[config.mk]
export PLATFORM = sky130hd
export DESIGN_NAME = ssd_scan_io
export DESIGN_NICKNAME = d
export VERILOG_FILES = /design/src/ssd_pkg.sv /design/src/ssd_sync.sv /design/src/ssd_scan_io.sv
export SDC_FILE = /design/constraint.sdc
export NUM_CORES = 1
export LEC_CHECK = 0
export BUFFER_PORTS_ARGS = -buffer_cell sky130_fd_sc_hd__buf_2
export CAP_MARGIN = 20
export CORE_MARGIN = 2
export CORE_UTILIZATION = 56
export DETAILED_ROUTE_END_ITERATION = 7
export PLACE_DENSITY = 0.86
export SLEW_MARGIN = 20
export SYNTH_ARGS = -nofsm -noshare
export SYNTH_HDL_FRONTEND = slang
export SYNTH_HIERARCHICAL = 1
export SYNTH_SLANG_ARGS = --single-unit
export TNS_END_PERCENT = 100
[constraint.sdc]
create_clock -name mclk_in -period 7.9 [get_ports mclk_in]
set_input_delay 1.58 -clock mclk_in [delete_from_list [all_inputs] [get_ports mclk_in]]
set_output_delay 1.58 -clock mclk_in [all_outputs]
set_load 0.01 [all_outputs]
[src/ssd_pkg.sv]
// Constants and types shared by the seven-segment scan block
package ssd_pkg;

  // ---------------------------------------------------------------
  // Timing
  // ---------------------------------------------------------------
  localparam int unsigned CLK_HZ          = 125_000_000;
  localparam int unsigned REFRESH_US      = 4_000;
  localparam int unsigned REFRESH_MIN_US  = 1_000;
  localparam int unsigned REFRESH_MAX_US  = 16_000;
  localparam int unsigned NUM_DIGITS      = 4;
  localparam longint unsigned REFRESH_CYC = (longint'(CLK_HZ) * REFRESH_US) / 1_000_000;
  localparam int unsigned SLOT_CYC        = int'(REFRESH_CYC / NUM_DIGITS);

  // ---------------------------------------------------------------
  // Widths, reset values and the segment pattern for a one
  // ---------------------------------------------------------------
  localparam int unsigned SEG_W      = 7;
  localparam int unsigned SYNC_W     = 2;
  localparam logic [3:0]  SEL_OFF    = 4'hF;
  localparam logic [6:0]  SEG_OFF    = 7'h7F;
  localparam logic [6:0]  SEG_ONE_N  = 7'h79;

  typedef enum logic [0:0] {
    SSD_BLANK,
    SSD_SCAN
  } ssd_state_t;

endpackage : ssd_pkg

[src/ssd_sync.sv]
// Two-flop synchroniser for a vector of pin inputs
`timescale 1ns/10ps
module ssd_sync #(
  parameter int unsigned WIDTH = 1
) (
  input  wire logic             mclk_in,
  input  wire logic             resetn_in,
  input  wire logic [WIDTH-1:0] async_in,
  output logic      [WIDTH-1:0] sync_out
);

  typedef struct packed {
    logic [WIDTH-1:0] meta;
    logic [WIDTH-1:0] stable;
  } ssd_sync_state_t;

  ssd_sync_state_t state_r;
  ssd_sync_state_t state_nxt;

  generate
    if (WIDTH < 1) begin : g_bad
      $error("ssd_sync: WIDTH must be at least 1");
    end
  endgenerate

  always_comb begin
    state_nxt        = state_r;
    state_nxt.meta   = async_in;
    state_nxt.stable = state_r.meta;
  end

  always_ff @(posedge mclk_in or negedge resetn_in) begin
    if (!resetn_in) begin
      state_r <= '0;
    end else begin
      state_r <= state_nxt;
    end
  end

  assign sync_out = state_r.stable;

endmodule : ssd_sync

[src/ssd_scan_io.sv]
// Scanning controller for a four-digit seven-segment display plus buttons, switches and LEDs
//
// Notes on behaviour
// - A user LED is lit by driving its output high and dark when low.
// - Digit selects, segment lines and decimal point are all active low.
// - Shared segment lines carry only the pattern of the one digit selected.
// - Each of the seven segments is controlled on its own, allowing all 128 patterns.
// - All four digits are visited once per refresh period of 4 x SLOT_CYC cycles, checked to be at most 16 ms.
// - Digits rotate continuously, each getting an equal quarter of the period.
// - The refresh rate stays well above 45 Hz to avoid flicker.
// - Segment outputs hold the digit's pattern for as long as its select is active.
// - A decimal one lights only segments B and C.
`timescale 1ns/10ps
module ssd_scan_io #(
  parameter int unsigned NUM_BUTTONS = 5,
  parameter int unsigned NUM_SWITCHES = 16,
  parameter int unsigned NUM_LEDS    = 16,
  parameter int unsigned SLOT_CYC    = ssd_pkg::SLOT_CYC
) (
  input  wire logic                    mclk_in,
  input  wire logic                    resetn_in,
  input  wire logic [NUM_BUTTONS-1:0]  button_in,
  input  wire logic [NUM_SWITCHES-1:0] switch_in,
  input  wire logic [NUM_LEDS-1:0]     led_level_in,
  input  wire logic [15:0]             hex_value_in,
  input  wire logic [3:0]              raw_mode_in,
  input  wire logic [27:0]             raw_segments_in,
  input  wire logic [3:0]              digit_blank_in,
  input  wire logic [3:0]              point_on_in,
  output logic      [NUM_BUTTONS-1:0]  button_pressed_out,
  output logic      [NUM_SWITCHES-1:0] switch_level_out,
  output logic      [NUM_LEDS-1:0]     led_out,
  output logic      [3:0]              digit_select_n_out,
  output logic      [6:0]              segment_line_n_out,
  output logic                         decimal_point_n_out
);

  // ---------------------------------------------------------------
  // Elaboration checks
  // ---------------------------------------------------------------
  localparam int unsigned SLOT_MIN = (ssd_pkg::REFRESH_MIN_US / 1_000) * (ssd_pkg::CLK_HZ / 1_000) / 4;
  // Longest slot that still keeps the whole scan within 16 ms
  localparam int unsigned SLOT_MAX = (ssd_pkg::REFRESH_MAX_US / 1_000) * (ssd_pkg::CLK_HZ / 1_000) / 4;
  localparam int unsigned CNT_W    = $clog2(SLOT_MAX + 1);

  generate
    if (NUM_BUTTONS < 1 || NUM_SWITCHES < 1 || NUM_LEDS < 1) begin : g_bad_width
      $error("ssd_scan_io: I/O counts must be at least 1");
    end
    if (SLOT_CYC < 1 || SLOT_CYC > SLOT_MAX) begin : g_bad_slot
      $error("ssd_scan_io: SLOT_CYC outside range a counter can serve");
    end
    if (ssd_pkg::NUM_DIGITS != 4) begin : g_bad_digits
      $error("ssd_scan_io: select and segment ports are sized for four digits");
    end
  endgenerate

  // ---------------------------------------------------------------
  // Segment decode
  // ---------------------------------------------------------------
  // Bit order {g,f,e,d,c,b,a}, active low
  function automatic logic [6:0] hex_to_seg_n(input logic [3:0] nib);
    logic [6:0] s;
    s = ssd_pkg::SEG_OFF;
    case (nib)
      4'h0:    s = 7'h40;
      4'h1:    s = ssd_pkg::SEG_ONE_N;
      4'h2:    s = 7'h24;
      4'h3:    s = 7'h30;
      4'h4:    s = 7'h19;
      4'h5:    s = 7'h12;
      4'h6:    s = 7'h02;
      4'h7:    s = 7'h78;
      4'h8:    s = 7'h00;
      4'h9:    s = 7'h10;
      4'hA:    s = 7'h08;
      4'hB:    s = 7'h03;
      4'hC:    s = 7'h46;
      4'hD:    s = 7'h21;
      4'hE:    s = 7'h06;
      4'hF:    s = 7'h0E;
      default: s = ssd_pkg::SEG_OFF;
    endcase
    return s;
  endfunction : hex_to_seg_n

  // Active-low one-hot select for a digit index
  function automatic logic [3:0] digit_sel_n(input logic [1:0] idx);
    return ~(4'h1 << idx);
  endfunction : digit_sel_n

  // Pattern of one digit: raw segments or hex font
  function automatic logic [6:0] digit_pattern(
    input logic [1:0]  idx,
    input logic [3:0]  raw_mode,
    input logic [27:0] raw_seg,
    input logic [15:0] hex
  );
    logic [6:0] p;
    if (raw_mode[idx]) begin
      p = raw_seg[idx*7 +: 7];
    end else begin
      p = hex_to_seg_n(hex[idx*4 +: 4]);
    end
    return p;
  endfunction : digit_pattern

  // ---------------------------------------------------------------
  // Input synchronisers
  // ---------------------------------------------------------------
  logic [NUM_BUTTONS-1:0]  button_sync;
  logic [NUM_SWITCHES-1:0] switch_sync;

  ssd_sync #(.WIDTH(NUM_BUTTONS + NUM_SWITCHES)) u_sync (
    .mclk_in   (mclk_in),
    .resetn_in (resetn_in),
    .async_in  ({button_in, switch_in}),
    .sync_out  ({button_sync, switch_sync})
  );

  // ---------------------------------------------------------------
  // State
  // ---------------------------------------------------------------
  typedef struct packed {
    ssd_pkg::ssd_state_t      mode;
    logic [CNT_W-1:0]         slot_cnt;
    logic [1:0]               digit;
    logic [NUM_BUTTONS-1:0]   buttons;
    logic [NUM_SWITCHES-1:0]  switches;
    logic [NUM_LEDS-1:0]      leds;
    logic [3:0]               sel_n;
    logic [6:0]               seg_n;
    logic                     dp_n;
  } ssd_state_s_t;

  ssd_state_s_t state_r;
  ssd_state_s_t state_nxt;

  // Value held during reset: display dark, inputs read as released
  localparam ssd_state_s_t RST_STATE = '{
    mode:     ssd_pkg::SSD_BLANK,
    slot_cnt: '0,
    digit:    2'h0,
    buttons:  '0,
    switches: '0,
    leds:     '0,
    sel_n:    ssd_pkg::SEL_OFF,
    seg_n:    ssd_pkg::SEG_OFF,
    dp_n:     1'b1
  };

  localparam logic [CNT_W-1:0] SLOT_LAST = CNT_W'(SLOT_CYC - 1);

  // Scan counter, digit rotation and next output pattern
  always_comb begin
    logic [1:0] dig;
    logic [6:0] pat;
    dig       = state_r.digit;
    pat       = ssd_pkg::SEG_OFF;
    state_nxt = state_r;

    state_nxt.buttons  = button_sync;
    state_nxt.switches = switch_sync;
    state_nxt.leds     = led_level_in;

    case (state_r.mode)
      ssd_pkg::SSD_BLANK: begin
        state_nxt.mode     = ssd_pkg::SSD_SCAN;
        state_nxt.slot_cnt = '0;
        dig                = 2'h0;
      end
      ssd_pkg::SSD_SCAN: begin
        if (state_r.slot_cnt == SLOT_LAST) begin
          state_nxt.slot_cnt = '0;
          dig                = state_r.digit + 2'h1;
        end else begin
          state_nxt.slot_cnt = state_r.slot_cnt + CNT_W'(1);
        end
      end
      default: begin
        state_nxt.mode = ssd_pkg::SSD_BLANK;
      end
    endcase
    state_nxt.digit = dig;

    // Pattern of the digit about to be selected, changed together with select
    pat = digit_pattern(dig, raw_mode_in, raw_segments_in, hex_value_in);

    if (state_nxt.mode == ssd_pkg::SSD_SCAN && !digit_blank_in[dig]) begin
      state_nxt.sel_n       = digit_sel_n(dig);
      state_nxt.seg_n       = pat;
      state_nxt.dp_n        = ~point_on_in[dig];
    end else begin
      state_nxt.sel_n = ssd_pkg::SEL_OFF;
      state_nxt.seg_n = ssd_pkg::SEG_OFF;
      state_nxt.dp_n  = 1'b1;
    end
  end

  always_ff @(posedge mclk_in or negedge resetn_in) begin
    if (!resetn_in) begin
      state_r <= RST_STATE;
    end else begin
      state_r <= state_nxt;
    end
  end

  // ---------------------------------------------------------------
  // Outputs
  // ---------------------------------------------------------------
  assign button_pressed_out  = state_r.buttons;
  assign switch_level_out    = state_r.switches;
  assign led_out             = state_r.leds;
  assign digit_select_n_out  = state_r.sel_n;
  assign segment_line_n_out  = state_r.seg_n;
  assign decimal_point_n_out = state_r.dp_n;

endmodule : ssd_scan_io

; After elaboration in Yosys (flattened, before gate mapping)
; Memory sizes are Yosys's and may differ from the RTL's.
; Index checks and enable logic that the tools add are counted.
[totals]
ff_bits = 113
mem_bits_ro = 112
inputBits = 95
out_inout_bits = 49
word_cells = 35
memories = 1
[memory_table]
columns = memory, words, word_bits, read_ports, rd_clocked_by_memory_dff, write_ports, line_no
row1 = (name not given), 16, 7, 1, 0, 0, ssd_scan_io.sv:65  ; case (nib)
[op_classes]
addsub = 2
multipliers = 1
magnitude_cmp = 1
eq_ne = 1
n_shift = 3
muxes = 12
bitwise_logic = 3
[ops]
columns = op, count
row1 = case mux 19 bit (2 select lines), 1
row2 = variable part select 28 x 6 -> 7 bit, 1
row3 = adder 19 x 1 -> 19 bit (second input constant), 1
row4 = equality test 19 x 17 -> 1 bit (second input constant), 1
row5 = two-way mux 19 bit, 1
row6 = variable part select 16 x 5 -> 4 bit, 1
row7 = two-way mux 12 bit, 1
row8 = two-way mux 7 bit, 1
row9 = binary-select mux 1 bit (select 2 bit), 3
row10 = multiplier 2 x 3 -> 5 bit (second input constant), 1
row11 = inverter 4 bit, 1
row12 = case mux 2 bit (2 select lines), 1
row13 = << shifter 1 x 2 -> 4 bit (first input constant), 1
row14 = less-than comparator 2 x 3 -> 1 bit (second input constant), 1
row15 = two-way mux 1 bit, 3
row16 = adder 2 x 1 -> 2 bit (second input constant), 1
row17 = two-way mux 2 bit, 1
row18 = inverter 1 bit, 2

; Depth between registers and ports, before layout
; Gate-level depths: netlist of the first run.
[logic_depth]
word_depth = 7
mapped_depth = 12
ltp_nobuf = 12

; By module
; Netlist of the first run, hierarchy kept.
[by_module_without_submodules]
columns = module, instances, cells_each, area_per_inst_um2, seq_area_each_um2
row1 = ssd_scan_io, 1, 359, 3837.4, 1791.7
row2 = ssd_sync, 1, 42, 1051.0, 1051.0

; Worst setup path before layout of the first run
; Ideal clock, no wire load.
[synth_path]
path_type = input to register
from = input port hex_value_in[12]
to = register state_r, in the netlist segment_line_n_out[3]
setup_time_ns = 0.082
arrival_time_ns = 3.178
required_time_ns = 7.818
setup_slack_ns = 4.640
path_stages = 10
path_buffers = 0
cell_sequence = nor2b_1 o21ai_0 o31ai_1 a211o_1 a211oi_4 inv_1 ha_1 mux2_2 mux2i_1 o21ai_1
[synth_lines]
columns = element, line_no
row1 = from (decl), ssd_scan_io.sv:25  ; input wire logic [15:0] hex_value_in,
row2 = to (signal assigned), ssd_scan_io.sv:204  ; state_r <= state_nxt;
row3 = to (decl), ssd_scan_io.sv:136  ; ssd_state_s_t state_r;

==> run summary, run 1 <==
Status: finished, final reports clean
CTS buffer count: 17
IO Count: 144
Die H: 97.43 um
Clock slew seen by the registers of the worst setup and hold paths: 60 ps
Max Fclk: 0.2864 GHz
CP required: 8310 ps
Power Total: 1.400 mW
Post-synth EDFFs: 0
Die area: 9493 um^2
Data arrival time of the worst path: 3900 ps
Ys flop type: dfrtp_1
Hold path depth: 0
ANT cells: 0
Routed wire per std cell: 16.49 um
Beginning of the worst hold path: u_sync/state_nxt[16]
Most frequent cells in the layout: buf_2 (142), dfrtp_1 (101), mux2i_1 (32), nor2_1 (28), nand2_1 (21)
Worst-Skew Late Latency: 490 ps
Share of layout cells above drive strength 1: 40.12%
Crit-path slowest cell: a21oi_1
Syn nets: 504
Critical-path cell list: nor4b_1 -> nand4_1 -> nor3_2 -> mux2_2 -> inv_2 -> mux2i_1 -> a21oi_1 -> a211oi_1 -> a32oi_1
Cell area after synthesis: 4888 um^2
Hold Buf Count CTS: 0
Placer Congestion: 0.8500
Total grt overflow: 0
First-pass GRT wire length: 16,710 um
R2R cell count: 9
Main combinational cell family by area after synthesis: simple AND/OR/NAND/NOR gates
Die width: 97.43 um
Port bufs: 143
Register Area: 2843 um^2
Top cells by area, synth: dfrtp_1 (52%), buf_4 (7.7%), mux2i_1 (6.6%), dfstp_2 (6.4%), nor2_1 (2.1%)
FF-to-FF End: segment_line_n_out[1]
Clock buffer depth: 2
Hold Crit Class: flop to flop
Initial Util: 56.89%
DRC: 0
CTS tree: done
Clk root buf: clkbuf_8
Nets: 607
Initial antenna violation count: 0
Yosys warns: 6
Remaining antenna violation count: 0
Count of final hold-check violations: 0
Clock sink count: 113
Worst r2r src: state_r[56]
Max Clock Skew: 7.107 ps
Post-layout min period: 3491 ps
CTS resizes: 0
CORE AREA: 8593 um^2
#FFs+latches synth: 113
Adder-Cell Fraction of Synth Area: 2.048%
Synth Area in Compound Gates: 7.627%
Slew headroom: 36.72%
Post-Synth XOR/XNOR Area: 2.867%
Final Setup Violations: 0
P_leak: 2.683 nW
Worst-margin pin slew: 949.3 ps
Final period util: 44.19%
Vias per cell: 5.282
Mux share of post-synthesis cell area: 8.165%
Largest stage delay, worst path: 780 ps
Vias: 3,296
Max-slew violations: 0
Max FO, Critical Path: 20
Seq/Total Area, Yosys: 58.15%
RSZ-0062 raised after global routing: false
H-tree Lvls: 4
Area of the multi-input gates: 1588 um^2
Initial drt markers: 241
Post-synth top area share: 51.70%
Most common cell after layout, fill and taps aside: buf_2
TritonRoute pass-1 iters: 4
PD cells: 238.3 nW/um^2
Worst VDD drop: 0.1209 mV
Fin Hold WS: 342.5 ps
Vias in the first global route: 3,366
Total wire length: 10,290 um
Fillers: 609
Post-CTS Setup Bufs: 0
Worst setup SP type: flop
Hold endpoint: u_sync/sync_out[16]
WS Path Type: flop to flop
# rows: 34
Largest net degree at the start of global routing: 65
Post-synthesis simple-gate area fraction: 11.70%
CP Capture Type: flop
Setup TNS: 0 ps
Area Growth Syn to Fin: 20.19%
MaxCap Viol Count: 0
FF-to-FF setup slack: 4410 ps
Library cells used by synthesis: 57
Cells after synthesis: 401
DP HPWL: 6997 um
Global-route usage over all layers: 22.53%
Largest area contributor in the netlist: dfrtp_1
Async set-reset flop share out of synthesis: 100.0%
Syn Area/Cell: 12.19 um^2
critical path: cells and delay by family (launching register included):
kind,cells,cell delay [ps]
and+or+nand+nor,3,900
DFF,1,420
AOI/OAI and AO/OA,3,1110
buffers and inverters,1,380
muxes,2,590
layer usage:
metal	up-vias	wire length (um)	GRT usage (%)
met3	16	520	6.619
met2	125	5416	38.14
li1	1539	-	-
met5	-	0	0
met1	1616	4119	27.18
met4	0	231	8.868
power by group:
group / total (mW) / switching (mW) / internal [mW] / leakage, nW
logic: 0.0999 / 0.0551 / 0.0448 / 1.07
registers: 0.617 / 0.00870 / 0.609 / 1.35
clock network: 0.683 / 0.261 / 0.422 / 0.259
total: 1.40 / 0.325 / 1.08 / 2.68
logic make-up (layout without fill, tap and decap cells):
kind of cell,after synthesis,count (layout)
DFF,113,113
muxes,38,38
buffers and inverters,70,185
xor gates and xnor gates,16,16
AOI/OAI and AO/OA,50,50
other,1,1
and+or+nand+nor,105,105
adders and majority gates,8,8
cell type report:
| class | instances | share of cell area [%] |
|---|---|---|
| clock buffer | 18 | 7.283 |
| sequential | 113 | 48.38 |
| tap | 108 | 2.300 |
| inverter | 9 | 0.5750 |
| clock inverter | 13 | 1.959 |
| timing repair buffer | 145 | 12.48 |
| multi-input combinational | 218 | 27.02 |
sequential cells by signal, indices dropped and copies added, names as in the netlist:
name and count:
segment_line_n_out 7, switch_level_out 16, led_out 16, state_r 22, button_pressed_out 5, u_sync/sync_out 21
u_sync/state_nxt 21, digit_select_n_out 4, decimal_point_n_out 1
through the flow:
step                worst slack, ps  instance area (um^2)  cells  util [%]
finish                         4409                  5876    624     68.38
global route                   4094                  5876    624     68.38
CTS                            4414                  5876    624     68.38
detailed placement             4259                  5333    593     62.06
global placement               4368                  5333    593     62.06
floorplan                      4640                  4888    401         -
worst max-delay path by stage:
stage	startpoint	endpoint	slack, ps	depth (start not counted)
4_1_cts	state_r[59]	segment_line_n_out[1]	4410	9
5_1_grt	state_r[58]	segment_line_n_out[1]	4090	9
2_1_floorplan	hex_value_in[12]	segment_line_n_out[3]	4640	10
6_report	state_r[56]	segment_line_n_out[1]	4410	9
3_5_place_dp	hex_value_in[12]	segment_line_n_out[0]	4260	11
3_3_place_gp	hex_value_in[12]	segment_line_n_out[0]	4370	11
cell usage after synthesis, types with 2 or more instances:
master	instances
and2_1	3
and3_1	4
inv_1	8
o21ai_0	10
a21oi_1	11
nor3b_1	4
dfstp_2	12
mux2_2	5
xnor2_1	5
a32oi_1	2
nand3_1	11
nand2_1	21
xor2_1	11
nand2b_1	4
nor4b_1	4
a2bb2oi_1	2
or3_1	4
buf_4	50
nand3b_1	2
nand4_1	5
ha_1	8
mux2i_1	32
dfrtp_1	101
clkbuf_1	5
o21ai_1	5
nor3_2	2
a211o_1	3
nor3_1	2
nor2_1	28
and4_1	2
buf_2	6
a211oi_1	4
No activity file was read; power rests on OpenSTA's default activity.
==> inputs of run 2 (changes only) <==
--- a/config.mk
+++ b/config.mk
@@ -5,12 +5,13 @@
 export SDC_FILE = /design/constraint.sdc
 export NUM_CORES = 1
 export LEC_CHECK = 0
+export ABC_AREA = 1
 export BUFFER_PORTS_ARGS = -buffer_cell sky130_fd_sc_hd__buf_2
 export CAP_MARGIN = 20
 export CORE_MARGIN = 2
-export CORE_UTILIZATION = 56
+export CORE_UTILIZATION = 51
 export DETAILED_ROUTE_END_ITERATION = 7
-export PLACE_DENSITY = 0.86
+export PLACE_DENSITY = 0.79
 export SLEW_MARGIN = 20
 export SYNTH_ARGS = -nofsm -noshare
 export SYNTH_HDL_FRONTEND = slang
==> constraint.sdc (replaced) <==
create_clock -name mclk_in -period 3.5 [get_ports mclk_in]
set_input_delay 0.7 -clock mclk_in [delete_from_list [all_inputs] [get_ports mclk_in]]
set_output_delay 0.7 -clock mclk_in [all_outputs]
set_load 0.01 [all_outputs]
==> run 2 against run 1 <==
Setup slack got worse by 3600 ps. Utilization fell by 4.7 points. Clock skew rose by 3.0 ps. Cell area fell by 1.2%. Critical path depth rose by 9. First-iteration DRC count fell by 24%. Synthesized cell count rose by 14%. Sequential power rose by 130%. Largest power group unchanged.
==> run summary, run 2 <==
Status: finished, final reports clean (unchanged)
Setup TNS: 0 ps (unchanged)
Final period util: 76.66% (was 44.19%)
Critical-path cell list: ha_1 -> nand2_1 -> nor2_2 -> nand2_2 -> nor2_4 -> nand2_2 -> nand2_4 -> nand3_4 -> nand2_1 -> nand3_1 -> nand2_1 -> inv_1 -> ha_1 -> nand3b_1 -> nand3_1 -> nand2_1 -> nand2_1 -> nand2_1 (was nor4b_1 -> nand4_1 -> nor3_2 -> mux2_2 -> inv_2 -> mux2i_1 -> a21oi_1 -> a211oi_1 -> a32oi_1)
Fillers: 745 (was 609)
Vias: 3,354 (was 3,296)
Syn Area/Cell: 10.36 um^2 (was 12.19 um^2)
Vias per cell: 4.847 (was 5.282)
MaxCap Viol Count: 0 (unchanged)
Port bufs: 143 (unchanged)
IO Count: 144 (unchanged)
CTS buffer count: 17 (unchanged)
Worst r2r src: state_r[51] (was state_r[56])
Post-Synth XOR/XNOR Area: 0.9247% (was 2.867%)
Hold Crit Class: input pin to asynchronous set/reset pin (was flop to flop)
Ys flop type: dfrtp_1 (unchanged)
Die area: 10,070 um^2 (was 9493 um^2)
Post-synthesis simple-gate area fraction: 20.71% (was 11.70%)
ANT cells: 0 (unchanged)
Number of flip-flops under the largest register name: 22 (unchanged)
Clock power share: 51.7% (was 48.8%)
P_leak: 2.867 nW (was 2.683 nW)
Initial antenna violation count: 0 (unchanged)
Worst-Skew Late Latency: 500 ps (was 490 ps)
DRC: 0 (unchanged)
Sw Share: 22.34% (was 23.19%)
Post-synth top area share: 53.37% (was 51.70%)
Yosys warns: 6 (unchanged)
M1 WL: 3801 um (was 4119 um)
Post-synth EDFFs: 0 (unchanged)
Worst setup SP type: flop (unchanged)
PD cells: 564.1 nW/um^2 (was 238.3 nW/um^2)
Cell area after synthesis: 4736 um^2 (was 4888 um^2)
Max FO, Critical Path: 24 (was 20)
Area of the multi-input gates: 1310 um^2 (was 1588 um^2)
Cells after synthesis: 457 (was 401)
Area Growth Syn to Fin: 22.56% (was 20.19%)
Remaining antenna violation count: 0 (unchanged)
Count leader, synth: dfrtp_1 (unchanged)
First-pass GRT wire length: 15,320 um (was 16,710 um)
#FFs+latches synth: 113 (unchanged)
Final Cell Area: 5804 um^2 (was 5876 um^2)
Main combinational cell family by area after synthesis: simple AND/OR/NAND/NOR gates (unchanged)
R2R cell count: 18 (was 9)
Max layer used: met4 (unchanged)
Share of layout cells above drive strength 1: 37.87% (was 40.12%)
Worst-margin pin slew: 764.7 ps (was 949.3 ps)
Nets: 671 (was 607)
Total grt overflow: 0 (unchanged)
Largest net degree at the start of global routing: 92 (was 65)
WS Path Type: flop to flop (unchanged)
Int Power: 2.543 mW (was 1.075 mW)
Clock sink count: 113 (unchanged)
Count of final hold-check violations: 0 (unchanged)
Most frequent cells in the layout: buf_2 (142), dfrtp_1 (101), nand2_1 (89), inv_1 (36), nand3_1 (35) (was buf_2 (142), dfrtp_1 (101), mux2i_1 (32), nor2_1 (28), nand2_1 (21))
Post-layout min period: 2683 ps (was 3491 ps)
Worst Setup SP: state_r[51] (was state_r[56])
DP HPWL: 6644 um (was 6997 um)
Crit-path slowest cell: dfrtp_1 (was a21oi_1)
CP Capture Type: flop (unchanged)
Register Area: 2843 um^2 (unchanged)
Routed wire per std cell: 13.46 um (was 16.49 um)
Max Fclk: 0.3727 GHz (was 0.2864 GHz)
CTS resizes: 0 (unchanged)
# rows: 35 (was 34)
RSZ-0062 raised after global routing: false (unchanged)
Die H: 100.4 um (was 97.43 um)
Syn nets: 560 (was 504)
TritonRoute pass-1 iters: 4 (unchanged)
Met2 routed WL: 4852 um (was 5416 um)
FF-to-FF End: segment_line_n_out[0] (was segment_line_n_out[1])
Hold Buf Count CTS: 0 (unchanged)
Post-Place Cell Area: 5205 um^2 (was 5333 um^2)
H-tree Lvls: 4 (unchanged)
Fin util: 63.72% (was 68.38%)
NetSw: 731.4 uW (was 324.7 uW)
CTS tree: done (unchanged)
Largest Register: state_r (unchanged)
Final Setup Violations: 0 (unchanged)
Met3 WL: 616 um (was 520 um)
Initial Util: 51.99% (was 56.89%)
Combinational power share: 5.9% (was 7.1%)
CORE AREA: 9109 um^2 (was 8593 um^2)
Post-synth top cells: dfrtp_1 (101), nand2_1 (89), buf_4 (50), inv_1 (36), nand3_1 (35) (was dfrtp_1 (101), buf_4 (50), mux2i_1 (32), nor2_1 (28), nand2_1 (21))
Clock buffer depth: 2 (unchanged)
Flop pwr share: 42.4% (was 44.1%)
Synth Area in Compound Gates: 3.831% (was 7.627%)
Async set-reset flop share out of synthesis: 100.0% (unchanged)
Global-route usage over all layers: 19.60% (was 22.53%)
Max Clock Skew: 10.13 ps (was 7.107 ps)
Clk root buf: clkbuf_8 (unchanged)
Crit path top cell by count: nand2_1
FF-to-FF setup slack: 820 ps (was 4410 ps)
Largest area contributor in the netlist: dfrtp_1 (unchanged)
Most common cell after layout, fill and taps aside: buf_2 (unchanged)
Post-CTS Setup Bufs: 0 (unchanged)
Data arrival time of the worst path: 3100 ps (was 3900 ps)
Clock slew seen by the registers of the worst setup and hold paths: 60 ps (about the same)
Worst VDD drop: 0.2763 mV (was 0.1209 mV)
Vias in the first global route: 3,426 (was 3,366)
Placer Congestion: 0.9379 (was 0.8500)
Mux share of post-synthesis cell area: 0% (was 8.165%)
Largest stage delay, worst path: 360 ps (was 780 ps)
Top cells by area, synth: dfrtp_1 (53%), buf_4 (7.9%), nand2_1 (7.1%), dfstp_2 (6.7%), nand3_1 (3.7%) (was dfrtp_1 (52%), buf_4 (7.7%), mux2i_1 (6.6%), dfstp_2 (6.4%), nor2_1 (2.1%))
Die width: 100.4 um (was 97.43 um)
Total wire length: 9312 um (was 10,290 um)
Max-slew violations: 0 (unchanged)
CP required: 3920 ps (was 8310 ps)
Seq/Total Area, Yosys: 60.03% (was 58.15%)
Adder-Cell Fraction of Synth Area: 2.114% (was 2.048%)
Initial drt markers: 183 (was 241)
Slew headroom: 49.02% (was 36.72%)
Library cells used by synthesis: 38 (was 57)
## run 2: cell count changes in the layout (fill, tap and decap cells not counted), sizes merged, moves of 5 or more
cell	change
mux2	-5
inv	+38
mux2i	-32
a211oi	-5
a21oi	+5
nand4	+14
nand3	+28
or3	-5
nand2	+78
xor2	-9
## run 2: routing by layer
layer	global-route usage, %	vias up
li1	-	1644
met1	23.13	1571
met2	34.28	134
met3	5.501	5
met4	6.955	0
met5	0	-
## run 2: layout make-up
class	instances	area share, %
Sequential cell	113	48.98
Clock buffer	17	7.135
Clock inverter	15	3.126
Tap cell	111	2.393
Timing Repair Buffer	145	12.70
Multi-Input combinational cell	245	22.57
Inverter	46	3.104
## run 2: cells by family after synthesis
logic type / after synthesis
simple gates: 198
flops: 113
buf+inv: 99
compound gates: 33
fa+ha+maj: 8
xor+xnor: 5
other cells: 1
## run 2: worst max-delay path by stage
| stage | slack [ps] | depth (start not counted) | to |
|---|---|---|---|
| 6_report | 820 | 18 | segment_line_n_out[0] |
| 5_1_grt | 520 | 19 | segment_line_n_out[3] |
| 4_1_cts | 840 | 18 | segment_line_n_out[0] |
| 3_5_place_dp | 860 | 18 | segment_line_n_out[0] |
| 3_3_place_gp | 1040 | 18 | segment_line_n_out[0] |
| 2_1_floorplan | 1200 | 19 | segment_line_n_out[0] |
## run 2: power groups by stage
stage	Clock, mW	Combinational [mW]	Sequential [mW]
after floorplan	0	0.115	1.40
after CTS	1.73	0.197	1.39
after detailed placement	0	0.196	1.41
after global routing	1.79	0.221	1.39
final	1.69	0.195	1.39
after global placement	0	0.191	1.41
## run 2: critical path: cells and delay by family, from the launching register on
family                     cells  cell delay [ps]
and+or+nand+nor               15             1670
buffers and inverters          1              130
DFF                            1              360
adders and majority gates      2              430
## run 2: per-stage QoR
| step | std cells | setup WS, ps | hold slack [ps] | total power, mW |
|---|---|---|---|---|
| after floorplan | 457 | 1202 | 331.2 | 1.519 |
| after global placement | 660 | 1040 | 331.6 | 1.596 |
| after detailed placement | 660 | 862.3 | 334.7 | 1.605 |
| after CTS | 692 | 836.8 | 285.9 | 3.315 |
| after global routing | 692 | 517.5 | 280.0 | 3.408 |
| final | 692 | 817.1 | 250.2 | 3.274 |
